## src/logic/pmic_map.svh

```systemverilog
`ifndef PMIC_MAP_SVH
`define PMIC_MAP_SVH

// serial slave address
`define PMIC_I2C_ADDR 7'h60

// register offsets
`define PMIC_ADDR_THERMAL 8'h02
`define PMIC_ADDR_SYSCTL 8'h07
`define PMIC_ADDR_ENABLE 8'h10
`define PMIC_ADDR_VALID 8'h11
`define PMIC_ADDR_VCHANGE 8'h20
`define PMIC_ADDR_B1_TGT_A 8'h23
`define PMIC_ADDR_B1_TGT_B 8'h24
`define PMIC_ADDR_B1_RAMP 8'h25
`define PMIC_ADDR_B2_TGT_A 8'h29
`define PMIC_ADDR_B2_TGT_B 8'h2a
`define PMIC_ADDR_B2_RAMP 8'h2b
`define PMIC_ADDR_BFUNC 8'h38
`define PMIC_ADDR_L1_VOLT 8'h39
`define PMIC_ADDR_L2_VOLT 8'h3a

// reset values and writable bit masks
`define PMIC_SYSCTL_RESET 8'h28
`define PMIC_SYSCTL_WMASK 8'h77
`define PMIC_ENABLE_RESET 8'h75
`define PMIC_ENABLE_WMASK 8'h55
`define PMIC_VCHANGE_WMASK 8'h33
`define PMIC_TARGET_WMASK 8'h1f
`define PMIC_RAMP_WMASK 8'h0f
`define PMIC_FULL_WMASK 8'hff
`define PMIC_RAMP_RESET 8'h20
`define PMIC_PLAIN_RESET 8'h00

// timing
`define PMIC_CLK_NS 40
`define PMIC_HALF_MS_NS 500000

// power-on delays in half-millisecond steps
`define PMIC_DLY_1MS 5'h02
`define PMIC_DLY_1M5 5'h03
`define PMIC_DLY_2MS 5'h04
`define PMIC_DLY_3MS 5'h06
`define PMIC_DLY_6MS 5'h0c
`define PMIC_DLY_11MS 5'h16

`endif

```

## src/logic/pmic_pkg.sv

```systemverilog
`default_nettype none
package pmic_pkg;

  typedef enum logic [2:0] {
    ST_IDLE = 3'b000,
    ST_DEV = 3'b001,
    ST_REG = 3'b010,
    ST_WR = 3'b011,
    ST_ACK = 3'b100,
    ST_RD = 3'b101,
    ST_MACK = 3'b110
  } pmic_state_type;

  // order: linear two, linear one, buck two, buck one
  typedef struct packed {
    logic linear_two;
    logic linear_one;
    logic buck_two;
    logic buck_one;
  } pmic_reg_set_type;

  typedef struct packed {
    logic rsvd7;
    logic [2:0] power_on_delay_preset;
    logic rsvd3;
    logic buck_two_force_pwm;
    logic buck_one_force_pwm;
    logic external_buck_clock_select;
  } pmic_sysctl_type;

  typedef struct packed {
    logic rsvd7;
    logic linear_two_enable;
    logic rsvd5;
    logic linear_one_enable;
    logic rsvd3;
    logic buck_two_enable;
    logic rsvd1;
    logic buck_one_enable;
  } pmic_enable_type;

  typedef struct packed {
    logic all_bucks_valid;
    logic all_linears_valid;
    logic linear_two_valid;
    logic linear_one_valid;
    logic rsvd3;
    logic buck_two_valid;
    logic rsvd1;
    logic buck_one_valid;
  } pmic_status_type;

  typedef struct packed {
    logic [5:0] rsvd;
    logic over_temp;
    logic rsvd0;
  } pmic_thermal_type;

endpackage : pmic_pkg
`default_nettype wire

```

## src/logic/pmic_regbank.sv

```systemverilog
// What this block does
// - decode map from 0x02 up to 0x3A
// - thermal bit D1 set above 125C
// - delay preset in D6-4, resets 010
// - per-preset delays for each regulator
// - D2/D1 force PWM, reset 0
// - D0 selects external buck clock
// - enable bits D6,D4,D2,D0 reset 1
// - per-regulator valid flags, reset 0
// - D7 both bucks, D6 both linears
// - trigger rising edge starts sequence
// - answer only fixed seven-bit address
`timescale 1ns/1ps
`default_nettype none
`include "pmic_map.svh"

module pmic_regbank #(
  parameter int unsigned half_ms_cycles = `PMIC_HALF_MS_NS / `PMIC_CLK_NS
) (
  input wire logic clk,
  input wire logic rstn,
  input wire logic scl_i,
  input wire logic sda_i,
  output logic sda_o,
  output logic sda_oe_n,
  input wire logic seq_trigger,
  input wire pmic_pkg::pmic_reg_set_type ext_enable,
  input wire logic over_temp_in,
  input wire pmic_pkg::pmic_reg_set_type reg_valid_in,
  output pmic_pkg::pmic_reg_set_type reg_on,
  output logic buck_one_force_pwm,
  output logic buck_two_force_pwm,
  output logic external_buck_clock_select
);

  localparam int NSYNC = 12;
  localparam int NPLAIN = 10;

  // plain storage registers: address, writable mask, reset value
  localparam logic [NPLAIN-1:0][7:0] plain_addr = {
    `PMIC_ADDR_L2_VOLT, `PMIC_ADDR_L1_VOLT, `PMIC_ADDR_BFUNC,
    `PMIC_ADDR_B2_RAMP, `PMIC_ADDR_B2_TGT_B, `PMIC_ADDR_B2_TGT_A,
    `PMIC_ADDR_B1_RAMP, `PMIC_ADDR_B1_TGT_B, `PMIC_ADDR_B1_TGT_A,
    `PMIC_ADDR_VCHANGE};
  localparam logic [NPLAIN-1:0][7:0] plain_mask = {
    `PMIC_FULL_WMASK, `PMIC_FULL_WMASK, `PMIC_FULL_WMASK,
    `PMIC_RAMP_WMASK, `PMIC_TARGET_WMASK, `PMIC_TARGET_WMASK,
    `PMIC_RAMP_WMASK, `PMIC_TARGET_WMASK, `PMIC_TARGET_WMASK,
    `PMIC_VCHANGE_WMASK};
  localparam logic [NPLAIN-1:0][7:0] plain_reset = {
    `PMIC_PLAIN_RESET, `PMIC_PLAIN_RESET, `PMIC_PLAIN_RESET,
    `PMIC_RAMP_RESET, `PMIC_PLAIN_RESET, `PMIC_PLAIN_RESET,
    `PMIC_RAMP_RESET, `PMIC_PLAIN_RESET, `PMIC_PLAIN_RESET,
    `PMIC_PLAIN_RESET};

  // per preset: {linear two, linear one, buck two, buck one}
  localparam logic [7:0][19:0] delay_tab = {
    {`PMIC_DLY_11MS, `PMIC_DLY_6MS, `PMIC_DLY_3MS, `PMIC_DLY_2MS},
    {`PMIC_DLY_1M5, `PMIC_DLY_1MS, `PMIC_DLY_2MS, `PMIC_DLY_3MS},
    {`PMIC_DLY_2MS, `PMIC_DLY_2MS, `PMIC_DLY_1M5, `PMIC_DLY_1M5},
    {`PMIC_DLY_6MS, `PMIC_DLY_3MS, `PMIC_DLY_2MS, `PMIC_DLY_1M5},
    {`PMIC_DLY_1MS, `PMIC_DLY_1MS, `PMIC_DLY_2MS, `PMIC_DLY_1M5},
    {`PMIC_DLY_6MS, `PMIC_DLY_3MS, `PMIC_DLY_2MS, `PMIC_DLY_1M5},
    {`PMIC_DLY_2MS, `PMIC_DLY_2MS, `PMIC_DLY_1M5, `PMIC_DLY_1MS},
    {`PMIC_DLY_1MS, `PMIC_DLY_1MS, `PMIC_DLY_1MS, `PMIC_DLY_1MS}};

  // ---------------- pin synchronisers ----------------
  logic [NSYNC-1:0] pin_raw;
  logic [NSYNC-1:0] sync1_q;
  logic [NSYNC-1:0] sync2_q;
  logic [NSYNC-1:0] sync3_q;
  logic [NSYNC-1:0] filt_q;
  logic [NSYNC-1:0] filt_d;

  assign pin_raw = {scl_i, sda_i, seq_trigger, over_temp_in, ext_enable, reg_valid_in};

  // a change is taken only once stages two and three agree
  generate
    for (genvar i = 0; i < NSYNC; i++) begin : g_filt
      assign filt_d[i] = (sync2_q[i] == sync3_q[i]) ? sync3_q[i] : filt_q[i];
    end
  endgenerate

  always_ff @(posedge clk or negedge rstn) begin
    if (!rstn) begin
      sync1_q <= '0;
      sync2_q <= '0;
      sync3_q <= '0;
      filt_q <= '0;
    end else begin
      sync1_q <= pin_raw;
      sync2_q <= sync1_q;
      sync3_q <= sync2_q;
      filt_q <= filt_d;
    end
  end

  // idle bus reads high; reset to zero so no false start at release
  wire logic scl_q = filt_q[11];
  wire logic scl_d = filt_d[11];
  wire logic sda_q = filt_q[10];
  wire logic sda_d = filt_d[10];
  wire logic trig_q = filt_q[9];
  wire logic trig_d = filt_d[9];
  wire logic hot_f = filt_q[8];
  wire pmic_pkg::pmic_reg_set_type ext_f = filt_q[7:4];
  wire pmic_pkg::pmic_reg_set_type valid_f = filt_q[3:0];

  wire logic scl_rise = !scl_q && scl_d;
  wire logic scl_fall = scl_q && !scl_d;
  wire logic bus_start = scl_q && scl_d && sda_q && !sda_d;
  wire logic bus_stop = scl_q && scl_d && !sda_q && sda_d;

  // ---------------- registers ----------------
  pmic_pkg::pmic_sysctl_type sysctl_q;
  pmic_pkg::pmic_enable_type enable_q;
  pmic_pkg::pmic_status_type status_q;
  pmic_pkg::pmic_thermal_type thermal_q;
  logic [NPLAIN-1:0][7:0] plain_q;

  logic wr_stb;
  logic [7:0] ptr_q;
  logic [7:0] shift_q;

  wire logic hit_sysctl = ptr_q == `PMIC_ADDR_SYSCTL;
  wire logic hit_enable = ptr_q == `PMIC_ADDR_ENABLE;
  wire logic hit_thermal = ptr_q == `PMIC_ADDR_THERMAL;
  wire logic hit_valid = ptr_q == `PMIC_ADDR_VALID;
  logic [NPLAIN-1:0] hit_plain;
  logic [NPLAIN-1:0][7:0] plain_rd;

  generate
    for (genvar i = 0; i < NPLAIN; i++) begin : g_plain
      assign hit_plain[i] = ptr_q == plain_addr[i];
      assign plain_rd[i] = hit_plain[i] ? plain_q[i] : 8'h00;
      always_ff @(posedge clk or negedge rstn) begin
        if (!rstn) begin
          plain_q[i] <= plain_reset[i];
        end else if (wr_stb && hit_plain[i]) begin
          plain_q[i] <= (plain_q[i] & ~plain_mask[i]) | (shift_q & plain_mask[i]);
        end
      end
    end
  endgenerate

  logic [7:0] plain_or;
  always_comb begin
    plain_or = 8'h00;
    for (int i = 0; i < NPLAIN; i++) begin
      plain_or = plain_or | plain_rd[i];
    end
  end

  // read mux; anything unmapped yields zero
  wire logic [7:0] rd_data = (hit_thermal ? 8'(thermal_q) : 8'h00)
                           | (hit_sysctl ? 8'(sysctl_q) : 8'h00)
                           | (hit_enable ? 8'(enable_q) : 8'h00)
                           | (hit_valid ? 8'(status_q) : 8'h00)
                           | plain_or;

  wire logic [7:0] sysctl_wr = (8'(sysctl_q) & ~`PMIC_SYSCTL_WMASK)
                             | (shift_q & `PMIC_SYSCTL_WMASK);
  wire logic [7:0] enable_wr = (8'(enable_q) & ~`PMIC_ENABLE_WMASK)
                             | (shift_q & `PMIC_ENABLE_WMASK);

  always_ff @(posedge clk or negedge rstn) begin
    if (!rstn) begin
      sysctl_q <= `PMIC_SYSCTL_RESET;
      enable_q <= `PMIC_ENABLE_RESET;
    end else if (wr_stb) begin
      if (hit_sysctl) sysctl_q <= sysctl_wr;
      if (hit_enable) enable_q <= enable_wr;
    end
  end

  // status is sampled each cycle; read-only, so writes never reach it
  always_ff @(posedge clk or negedge rstn) begin
    if (!rstn) begin
      status_q <= '0;
      thermal_q <= '0;
    end else begin
      thermal_q <= '{rsvd: 6'h00, over_temp: hot_f, rsvd0: 1'b0};
      status_q <= '{
        all_bucks_valid: valid_f.buck_one && valid_f.buck_two,
        all_linears_valid: valid_f.linear_one && valid_f.linear_two,
        linear_two_valid: valid_f.linear_two,
        linear_one_valid: valid_f.linear_one,
        rsvd3: 1'b0,
        buck_two_valid: valid_f.buck_two,
        rsvd1: 1'b0,
        buck_one_valid: valid_f.buck_one};
    end
  end

  assign buck_one_force_pwm = sysctl_q.buck_one_force_pwm;
  assign buck_two_force_pwm = sysctl_q.buck_two_force_pwm;
  assign external_buck_clock_select = sysctl_q.external_buck_clock_select;

  // ---------------- serial slave ----------------
  pmic_pkg::pmic_state_type state_q;
  pmic_pkg::pmic_state_type after_ack_q;
  logic [3:0] bits_q;

  wire logic byte_done = scl_fall && (bits_q == 4'h8);
  wire logic addr_match = shift_q[7:1] == `PMIC_I2C_ADDR;

  assign wr_stb = byte_done && (state_q == pmic_pkg::ST_WR);

  always_ff @(posedge clk or negedge rstn) begin
    if (!rstn) begin
      state_q <= pmic_pkg::ST_IDLE;
      after_ack_q <= pmic_pkg::ST_IDLE;
      bits_q <= 4'h0;
      shift_q <= 8'h00;
      ptr_q <= 8'h00;
      sda_o <= 1'b1;
      sda_oe_n <= 1'b1;
    end else if (bus_start) begin
      state_q <= pmic_pkg::ST_DEV;
      bits_q <= 4'h0;
      sda_o <= 1'b1;
      sda_oe_n <= 1'b1;
    end else if (bus_stop) begin
      state_q <= pmic_pkg::ST_IDLE;
      sda_o <= 1'b1;
      sda_oe_n <= 1'b1;
    end else begin
      unique case (state_q)
        pmic_pkg::ST_IDLE: begin
          bits_q <= 4'h0;
        end
        pmic_pkg::ST_DEV, pmic_pkg::ST_REG, pmic_pkg::ST_WR: begin
          if (scl_rise) begin
            shift_q <= {shift_q[6:0], sda_q};
            bits_q <= bits_q + 4'h1;
          end else if (byte_done) begin
            bits_q <= 4'h0;
            if (state_q == pmic_pkg::ST_DEV && !addr_match) begin
              state_q <= pmic_pkg::ST_IDLE;
            end else begin
              state_q <= pmic_pkg::ST_ACK;
              sda_o <= 1'b0;
              sda_oe_n <= 1'b0;
            end
            if (state_q == pmic_pkg::ST_DEV) begin
              after_ack_q <= shift_q[0] ? pmic_pkg::ST_RD : pmic_pkg::ST_REG;
            end else begin
              after_ack_q <= pmic_pkg::ST_WR;
            end
            if (state_q == pmic_pkg::ST_REG) ptr_q <= shift_q;
            if (state_q == pmic_pkg::ST_WR) ptr_q <= ptr_q + 8'h01;
          end
        end
        pmic_pkg::ST_ACK: begin
          if (scl_fall) begin
            state_q <= after_ack_q;
            if (after_ack_q == pmic_pkg::ST_RD) begin
              shift_q <= rd_data;
              ptr_q <= ptr_q + 8'h01;
              sda_o <= rd_data[7];
              sda_oe_n <= rd_data[7];
            end else begin
              sda_o <= 1'b1;
              sda_oe_n <= 1'b1;
            end
          end
        end
        pmic_pkg::ST_RD: begin
          if (scl_fall) begin
            if (bits_q == 4'h7) begin
              state_q <= pmic_pkg::ST_MACK;
              bits_q <= 4'h0;
              sda_o <= 1'b1;
              sda_oe_n <= 1'b1;
            end else begin
              bits_q <= bits_q + 4'h1;
              shift_q <= {shift_q[6:0], 1'b0};
              sda_o <= shift_q[6];
              sda_oe_n <= shift_q[6];
            end
          end
        end
        pmic_pkg::ST_MACK: begin
          // a high level in the host's ack slot ends the read
          if (scl_rise && sda_q) begin
            state_q <= pmic_pkg::ST_IDLE;
          end else if (scl_fall) begin
            state_q <= pmic_pkg::ST_RD;
            shift_q <= rd_data;
            ptr_q <= ptr_q + 8'h01;
            sda_o <= rd_data[7];
            sda_oe_n <= rd_data[7];
          end
        end
        default: begin
          state_q <= pmic_pkg::ST_IDLE;
        end
      endcase
    end
  end

  // ---------------- power-on sequencer ----------------
  logic run_q;
  logic [15:0] tick_q;
  logic [4:0] half_q;
  logic [3:0] seq_q;

  wire logic trig_rise = !trig_q && trig_d;
  wire logic tick_wrap = tick_q == 16'(half_ms_cycles - 1);
  wire logic [19:0] cur_delay = delay_tab[sysctl_q.power_on_delay_preset];

  always_ff @(posedge clk or negedge rstn) begin
    if (!rstn) begin
      run_q <= 1'b0;
      tick_q <= 16'h0000;
      half_q <= 5'h00;
    end else if (trig_rise) begin
      run_q <= 1'b1;
      tick_q <= 16'h0000;
      half_q <= 5'h00;
    end else if (run_q) begin
      tick_q <= tick_wrap ? 16'h0000 : tick_q + 16'h0001;
      if (tick_wrap) half_q <= half_q + 5'h01;
      if (half_q == `PMIC_DLY_11MS) run_q <= 1'b0;
    end
  end

  // falling trigger drops the sequenced enables at once
  generate
    for (genvar i = 0; i < 4; i++) begin : g_seq
      always_ff @(posedge clk or negedge rstn) begin
        if (!rstn) begin
          seq_q[i] <= 1'b0;
        end else if (!trig_q || trig_rise) begin
          seq_q[i] <= 1'b0;
        end else if (run_q && half_q >= cur_delay[5*i +: 5]) begin
          seq_q[i] <= 1'b1;
        end
      end
    end
  endgenerate

  // external pin enables bypass the sequence, so the host keeps them low
  wire pmic_pkg::pmic_reg_set_type sw_en = {enable_q.linear_two_enable,
    enable_q.linear_one_enable, enable_q.buck_two_enable, enable_q.buck_one_enable};

  always_ff @(posedge clk or negedge rstn) begin
    if (!rstn) begin
      reg_on <= '0;
    end else begin
      reg_on <= sw_en & (ext_f | seq_q);
    end
  end

endmodule : pmic_regbank
`default_nettype wire

```

## config.mk

```make
export PLATFORM = sky130hd
export DESIGN_NAME = pmic_regbank
export DESIGN_NICKNAME = d
export VERILOG_FILES = /design/src/logic/pmic_pkg.sv /design/src/logic/pmic_regbank.sv
export VERILOG_INCLUDE_DIRS = /design/src /design/src/logic
export SDC_FILE = /design/constraint.sdc
export NUM_CORES = 1
export LEC_CHECK = 0
export ABC_CLOCK_PERIOD_IN_PS = 3100
export BUFFER_PORTS_ARGS = -buffer_cell sky130_fd_sc_hd__buf_2
export CAP_MARGIN = 20
export CORE_MARGIN = 2
export CORE_UTILIZATION = 54
export CTS_BUF_LIST = sky130_fd_sc_hd__clkbuf_8
export DETAILED_ROUTE_END_ITERATION = 8
export GPL_TIMING_DRIVEN = 0
export PLACE_DENSITY = 0.71
export SYNTH_ARGS = -nofsm -noshare
export SYNTH_HDL_FRONTEND = slang
export SYNTH_SLANG_ARGS = --single-unit
```

## constraint.sdc

```tcl
create_clock -name clk -period 3.1 [get_ports clk]
set_clock_uncertainty 0.05 [all_clocks]
set_input_delay 0.155 -clock clk [delete_from_list [all_inputs] [get_ports clk]]
set_output_delay 0.155 -clock clk [all_outputs]
set_load 0.005 [all_outputs]
```

; ---- Yosys cells after proc, flatten, opt, wreduce, memory -nomap -nowiden
; Memories as Yosys holds them, arrays and structs flattened.
; Cells that the tools add are included.
[classes]
add_sub_neg = 4
eq_ne = 61
magnitude_cmp = 5
bitwise_logic = 27
n_reduce_logical = 56
n_mux = 84
[ops]
columns = operator, count
row1 = 8-bit two-way mux, 28
row2 = 8-bit bitwise OR, 12
row3 = 8-bit by 6-bit equality test with 1-bit output (second input constant), 10
row4 = 16-bit two-way mux, 3
row5 = 3-bit two-way mux, 12
row6 = 4-bit != test (second input constant), 9
row7 = 8-bit by 5-bit bitwise OR with 8-bit output, 4
row8 = 8-bit case mux with 4 select lines, 1
row9 = 1-bit logical AND, 28
row10 = 1-bit two-way mux, 25
row11 = 4-bit two-way mux, 6
row12 = 8-bit case mux with 3 select lines, 1
row13 = 5-bit greater-or-equal comparator, 4
row14 = 20-bit two-way mux, 1
row15 = 2-bit != test (second input constant), 10
row16 = 10-bit AND reduction, 2
row17 = 16-bit by 1-bit adder with 16-bit output (second input constant), 1
row18 = 16-bit by 14-bit equality test with 1-bit output (second input constant), 1
row19 = 8-bit by 5-bit equality test with 1-bit output (second input constant), 2
row20 = 8-bit by 4-bit bitwise OR with 8-bit output, 2
row21 = 8-bit by 7-bit bitwise OR with 8-bit output, 2
row22 = 5-bit two-way mux, 3
row23 = 3-bit case mux with 5 select lines, 1
row24 = 1-bit equality test, 12
row25 = other kinds (36), 57
[word_totals]
wordCells = 299
reg_bits = 208
romBits = 160
in_bits = 14
n_memories = 1
output_inout_bits = 9
[memory_table]
columns = memory, words, word_bits, rd, rd_ports_with_merged_regs, wr, line_no
row1 = (no name shown), 8, 20, 1, 0, 0, pmic_regbank.sv:310  ; wire logic [19:0] cur_delay = delay_tab[sysctl_q.power_on_delay_preset];

; ---- Depth between registers and ports, before layout
; Gate-level depths: netlist of run 1.
[depth]
depth_word = 17
depth_mapped = 11

; ---- Worst setup path after synthesis of run 1
; No wires, ideal clock.
[synth_path]
path_type = reg2reg
startpoint = register sysctl_q[5] (netlist bit)
endpoint = register seq_q[2]
slack_ps = 816
path_stages_with_launch = 10
setup_time_ps = 119
t_arrival_ps = 2114
synth_period_minus_slack_ps = 2284
cell_sequence = dfstp_2 > inv_1 > ha_1 > nor2_1 > or2_2 > ha_1 > a21o_1 > a211o_1 > a21oi_1 > nor2b_1
[synth_between]
elab_chain_len = 5
[synth_rtl]
columns = item, line_no
row1 = start: declaration, pmic_regbank.sv:115  ; pmic_pkg::pmic_sysctl_type sysctl_q;
row2 = start signal: assignment, pmic_regbank.sv:168  ; sysctl_q <= `PMIC_SYSCTL_RESET;
row3 = start signal: assignment, pmic_regbank.sv:171  ; if (hit_sysctl) sysctl_q <= sysctl_wr;
row4 = memory 8 x 20 bit, -
row5 = 20-bit two-way mux (not written as such), pmic_regbank.sv:310
row6 = 5-bit greater-or-equal comparator, pmic_regbank.sv:336  ; end else if (run_q && half_q >= cur_delay[5*i +: 5]) begin
row7 = 1-bit logical AND, pmic_regbank.sv:336
row8 = 2-bit nonzero test (no source line), -
row9 = end signal: indexed assignment, pmic_regbank.sv:333  ; seq_q[i] <= 1'b0;
row10 = end signal: indexed assignment, pmic_regbank.sv:335  ; seq_q[i] <= 1'b0;
row11 = end signal: indexed assignment, pmic_regbank.sv:337  ; seq_q[i] <= 1'b1;
row12 = end: declaration, pmic_regbank.sv:306  ; logic [3:0] seq_q;
; Every way passes these cells. The select of a mux whose other input is x is not followed.
; A chain may end at the register's enable or synchronous reset.

; ---- Worst setup path after layout of run 1
[layout_path]
startpoint = register ptr_q[1]
endpoint = register enable_q[6] (netlist bit)
[layout_between]
elab_chain_len = 2
[layout_rtl]
columns = item, line_no
row1 = start: declaration, pmic_regbank.sv:122  ; logic [7:0] ptr_q;
row2 = start signal: assignment, pmic_regbank.sv:250  ; if (state_q == pmic_pkg::ST_REG) ptr_q <= shift_q;
row3 = start signal: assignment, pmic_regbank.sv:251  ; if (state_q == pmic_pkg::ST_WR) ptr_q <= ptr_q + 8'h01;
row4 = start signal: assignment, pmic_regbank.sv:259  ; ptr_q <= ptr_q + 8'h01;
row5 = 8-bit by 5-bit equality test with 1-bit output (no source line), -
row6 = 2-bit AND reduction (no source line), -
row7 = end signal: assignment, pmic_regbank.sv:169  ; enable_q <= `PMIC_ENABLE_RESET;
row8 = end signal: assignment, pmic_regbank.sv:172  ; if (hit_enable) enable_q <= enable_wr;
row9 = end: declaration, pmic_regbank.sv:116  ; pmic_pkg::pmic_enable_type enable_q;
; Every way passes these cells.

==> results.yml, run 1 <==
run_status:
  status: "finished clean"
synth:
  synth-edff-count: 0
  yosys.area_share.simple_pct: 13.8
  synthAdderAreaFrac_pct: 5.40
  synth_top_family_by_area: "compound AO/OA/AOI/OAI gates"
  syn_area_per_cell_sq_um: 11.1
  synth_mux_area_share_pct: 8.58
  synth_compound_area_share_pct: 14.0
  syn_nets: 796
  synthesis.instances: 754
  synth_top_cell_area_share_pct: 51.6
  ys_seq_area_share_pct: 53.5
  synth_top_area_cell: "dfrtp_1"
  syn_area_sq_um: 8340
  synth_flop_cell: "dfrtp_1"
  synth.area.top_cells: "dfrtp_1, mux2_2, ha_1"
  ys_seq_elements: 178
  yosys_warnings: 0
  synthArstFlopShare_pct: 100
  synth_cell_types: 72
  synth_xor_area_share_pct: 1.68
timing:
  period_share_pct: 94.9
  slew_viol_final: 0
  relSlewSlack_pct: 51.9
  fin_setup_tns_ps: 0
  grt_setup_unrepaired: "no"
  worstMarginPinSlew_ps: 710
  final.setup.worst_slack_ps: 157
  fin_crit_ps: 2940
  finalHoldViolations: 0
  fmax_mhz: 340
  setup_viol: 0
clock_tree:
  cts.repair.resized: 0
  cts_buffers: 17
  root_buffer: "clkbuf_8"
  cts_tree: "yes"
  clock_sinks: 178
  htree_levels: 4
  postCtsSetupRepairBufs: 0
  cts_buffer_depth: 2
  clock_latency_ps: 470
  clk_pin_slew_ps: 110
hold_path:
  hp-class: "primary input to async pin"
power:
  p_comb_share_pct: 6.4
  power_switching_mw: 1.20
  p_seq_share_pct: 56.1
  power_mw: 4.45
  ir_drop_mv: 0.445
  switching_share_pct: 26.9
  p_int_mw: 3.25
  clockPowerShare_pct: 37.5
  p_leak_nw: 4.19
  power_density_nw_per_um2: 480
layout:
  areaGrowthSynthToFinish_pct: 11.2
  fin_util_pct: 61.2
  final_nets: 851
  n_antenna_cell: 0
  fillers: 1225
  drive_gt1_share_pct: 17.5
  fin_area_sq_um: 9280
placement:
  place_area_sq_um: 8720
  dp_slack_ps: 279
  dp_hpwl_mm: 13.5
  numPortBuffers: 22
  place.gp.congestion: 0.938
routing:
  drt_iter0_markers: 676
  num_vias: 6340
  antenna_left: 0
  wire_per_inst_um: 19.3
  firstDrtPassIters: 5
  wl_mm: 19.5
  drc: 0
  via_per_inst: 6.28
worst_setup_path:
  arrival_ps: 3290
  slowest_stage: "clkbuf_1"
  path_buf_inv: 3
  path_class: "register to register"
  path_cells: "inv_1 > ha_1 > clkbuf_1 > buf_1 > nand4_1 > nor2_1 > mux2_2"
  cpLargestDelayFamily: "buffers and inverters"
  critPathCaptureType: "register"
  cpPeakStageDelay_ps: 520
  cp.required_ps: 3450
  start_kind: "register"
  crit_path_max_fanout: 10
global_routing:
  grt_overflow: 0
  grt_max_degree: 97
  antenna_found_initial: 0
  grt_pass1_vias: 6216
  grt_pass1_wl_mm: 32.4
  grt.total_usage_pct: 25.3
floorplanning:
  ios: 23
  dieArea_sq_um: 16500
  start_util_pct: 55.1
  die_h_um: 128
  core-area_sq_um: 15100
  fp.dieW_um: 128
  num_rows: 45
job:
  max-cap-violations: 0
## registers in the layout, indices dropped and copies added, names as in the netlist, 4 cells and up
name      count
sync2_q      12
enable_q      4
seq_q         4
status_q      6
filt_q       12
tick_q       16
bits_q        4
sync1_q      12
shift_q       8
plain_q      56
half_q        5
reg_on        4
ptr_q         8
sync3_q      12
## logic make-up after synthesis
group,count (synthesis)
adder cells (fa/ha/maj),38
flip-flops,178
AND/OR/NAND/NOR,226
XOR/XNOR,16
AO/OA/AOI/OAI,167
multiplexers,64
buffers and inverters,65
## final cells by class
class / instances / area, sq um / area share (%)
multi-input combinational: 511 / 3620 / 39.1
tap: 188 / 235 / 2.54
sequential: 178 / 4460 / 48.1
timing repair buffer: 36 / 278 / 2.99
clock inverter: 13 / 160 / 1.73
clock buffer: 19 / 262 / 2.82
inverter: 24 / 90.1 / 0.971
buffer: 41 / 166 / 1.79
## final timing paths
kind | from | to | slack [ps] | depth (start not counted)
max | ptr_q[1] | enable_q[6] | 160 | 7
min | rstn | tick_q[0] | 250 | 2
min in group clk | sda_i | sync1_q[10] | 270 | 2
max in group asynchronous | rstn | sysctl_q[5] | 1890 | 3
min reg2reg | sync1_q[1] | sync2_q[1] | 300 | 0
max reg2reg | ptr_q[1] | enable_q[6] | 160 | 7
## metrics by stage
step                std cells  hold WS [ps]
floorplan                 754          -191
global placement          964           212
detailed placement        965           178
CTS                      1010           252
global route             1010           245
finish                   1010           246
## cell usage in the layout, fill, tap and decap left out, types with 9 or more instances in the layout
master and n:
a21oi_1 30, a22o_1 19, a22oi_1 11, and3_1 10, buf_2 28, clkbuf_1 30
clkbuf_8 19, dfrtp_1 172, dlygate4sd3_1 13, ha_1 28, inv_1 24, maj3_1 10
mux2_2 60, nand2_1 54, nand3_1 15, nand4_1 12, nor2_1 62, nor2b_1 13
nor3_1 11, o21ai_0 33, o22ai_1 9, xor2_1 13
## power by group through the flow
stage	clock network (mW)	logic (mW)	registers, mW
after global routing	1.81	0.326	2.51
after detailed placement	0	0.278	2.54
after CTS	1.70	0.292	2.50
final	1.67	0.287	2.50
after floorplan	0	0.159	2.52
after global placement	0	0.259	2.54
## cell usage after synthesis (3+ instances only)
| master | number |
|---|---|
| dfrtp_1 | 172 |
| nor2_1 | 62 |
| mux2_2 | 60 |
| nand2_1 | 54 |
| o21ai_0 | 33 |
| a21oi_1 | 30 |
| clkbuf_1 | 30 |
| ha_1 | 28 |
| inv_1 | 24 |
| a22o_1 | 19 |
| nand3_1 | 15 |
| nor2b_1 | 13 |
| xor2_1 | 13 |
| nand4_1 | 12 |
| a22oi_1 | 11 |
| nor3_1 | 11 |
| and3_1 | 10 |
| maj3_1 | 10 |
| o22ai_1 | 9 |
| buf_2 | 7 |
| and2_1 | 6 |
| dfstp_2 | 6 |
| a211oi_1 | 5 |
| nand2b_1 | 5 |
| nor4_1 | 5 |
| o22a_1 | 5 |
| o31ai_1 | 5 |
| or2_2 | 5 |
| a21o_1 | 4 |
| a221o_1 | 4 |
| a222oi_1 | 4 |
| a31oi_1 | 4 |
| a32o_1 | 4 |
| mux2i_1 | 4 |
| o211ai_1 | 4 |
| or3_1 | 4 |
| and4b_1 | 3 |
| buf_1 | 3 |
| nand3b_1 | 3 |
| o21a_1 | 3 |
| or3b_2 | 3 |
| xnor2_1 | 3 |
## per-layer routing
layer | GRT usage [%] | vias to the layer above | share of wire, %
met5 | 0 | - | 0
met4 | 10.1 | 0 | 2.8
met3 | 5.34 | 43 | 5.9
met2 | 38.8 | 272 | 47
met1 | 35.5 | 3174 | 45
li1 | - | 2851 | -
## repair_timing
item | in CTS | in global routing
endpoints found under the hold margin | 102 | 0
hold buffers | 13 | 0
setup endpoints to repair | 0 | 0
Power figures use the tool's default switching activity.
==> inputs of run 2 (changes only) <==
REMOVE_ABC_BUFFERS = 1   (was default)
==> run 2 against run 1 <==
Net effect: maximum frequency rose by 5.1%; non-clock buffer count fell by 39; worst hold slack improved by 33 ps; worst setup slack improved by 140 ps; power fell by 2.7%; combinational power fell by 13%; via count fell by 5.1%; clock power fell by 7%; largest cell class unchanged; largest power group unchanged.
==> results.yml, run 2 (synthesis results as in run 1) <==
run_status:
  status: "finished clean"
layout:
  n_antenna_cell: 0
  layout_commonest_cell: "dfrtp_1"
  fin_cells: 971
  fillers: 1223
  fin_area_sq_um: 9110
  areaGrowthSynthToFinish_pct: 9.18
  largestRegisters: "plain_q x56, tick_q x16"
  regArea_sq_um: 4460
  largest-register: "plain_q"
  largest_register_ff_count: 56
  final_nets: 812
  multi_input_area_sq_um: 3620
  mostFrequentLayoutCells: "dfrtp_1, nor2_1, mux2_2, nand2_1, o21ai_0"
  drive_gt1_share_pct: 17.6
power:
  ir_drop_mv: 0.378
  power_density_nw_per_um2: 476
  power_mw: 4.33
  p_leak_nw: 4.12
global_routing:
  grt.total_usage_pct: 23.5
  grt_pass1_wl_mm: 30.2
  antenna_found_initial: 0
  grt_overflow: 0
  grt_pass1_vias: 5985
  grt_max_degree: 107
worst_setup_path:
  path_class: "register to register"
  critPathCaptureType: "register"
  arrival_ps: 3100
  cp.required_ps: 3400
  crit_path_max_fanout: 23
  start_kind: "register"
placement:
  place_area_sq_um: 8560
  dp_slack_ps: -25.6
  numPortBuffers: 22
  dp_hpwl_mm: 12.1
  place.gp.congestion: 0.904
  dp.cells: 925
clock_tree:
  cts_tree: "yes"
  htree_levels: 4
  clock_sinks: 178
  cts_buffer_depth: 2
  clk_pin_slew_ps: 100
  root_buffer: "clkbuf_8"
  cts_buffers: 17
  clock_latency_ps: 460
floorplanning:
  die_h_um: 128
  core-area_sq_um: 15100
  start_util_pct: 55.1
  fp.dieW_um: 128
  num_rows: 45
  ios: 23
  dieArea_sq_um: 16500
routing:
  drt_iter0_markers: 639
  via_per_inst: 6.20
  wl_met2_mm: 8.88
  drc: 0
  dr_wl_met3_mm: 1.16
  top_layer: "met4"
  wl_mm: 18.3
  num_vias: 6019
  wire_per_inst_um: 18.8
  antenna_left: 0
  firstDrtPassIters: 5
  wl_met1_mm: 7.91
timing:
  worstMarginPinSlew_ps: 941
  setup_viol: 0
  finalHoldViolations: 0
  relSlewSlack_pct: 37.3
  fmax_mhz: 357
  final.setup.worst_slack_ps: 300
  fin_crit_ps: 2800
  holdWs_ps: 280
  slew_viol_final: 0
  period_share_pct: 90.3
  grt_setup_unrepaired: "no"
hold_path:
  hp-class: "primary input to async pin"
job:
  max-cap-violations: 0
==> run 2: area by class of cell <==
| cell class | count | share of cell area, % |
|---|---|---|
| clock inverters | 15 | 1.84 |
| multi-input cells | 511 | 39.8 |
| flip-flops and latches | 178 | 49.0 |
| repair buffers | 38 | 3.23 |
| well taps | 188 | 2.58 |
| clock buffers | 17 | 2.57 |
| inverters | 24 | 0.989 |
==> run 2: where the power goes <==
part	internal, mW	leakage [nW]	switching (mW)
logic	0.102	1.59	0.147
registers	2.41	2.33	0.102
clock network	0.610	0.206	0.955
total	3.13	4.12	1.20
==> run 2: per-layer routing <==
layer | vias to the layer above | track usage, %
li1 | 2759 | -
met1 | 3001 | 31.4
met2 | 215 | 37.5
met3 | 44 | 6.64
met4 | 0 | 7.56
met5 | - | 0
==> run 2: repair_timing <==
item                       CTS  global route
hold endpoints to repair   114             0
buffers inserted             0             0
gates resized for setup      1             0
hold buffers                13             0
setup endpoints to repair    1             0
==> run 2: final timing paths <==
check	startpoint	end	slack [ps]	depth (start not counted)
min in group clk	reg_valid_in[1]	sync1_q[1]	280	2
min	rstn	tick_q[12]	280	2
max	state_q[2]	plain_q[65]	300	6
max in group asynchronous	rstn	enable_q[6]	1880	3
max reg2reg	state_q[2]	plain_q[65]	300	6
min reg2reg	sync1_q[4]	sync2_q[4]	300	0
==> run 2: worst max-delay path, cell delays in order (launching register included) <==
cell and delay (ps):
dfrtp_1 640, nor2b_1 470, nand2_1 130, nor2_1 330, nand2_1 150, nor2_2 510
mux2_2 400
==> run 2: stage by stage <==
step,utilization (%),setup TNS [ps]
3_3_place_gp,56.2,-136840
6_report,60.1,0
3_5_place_dp,56.5,-25.6
2_1_floorplan,-,0
4_1_cts,60.0,0
5_1_grt,60.1,0
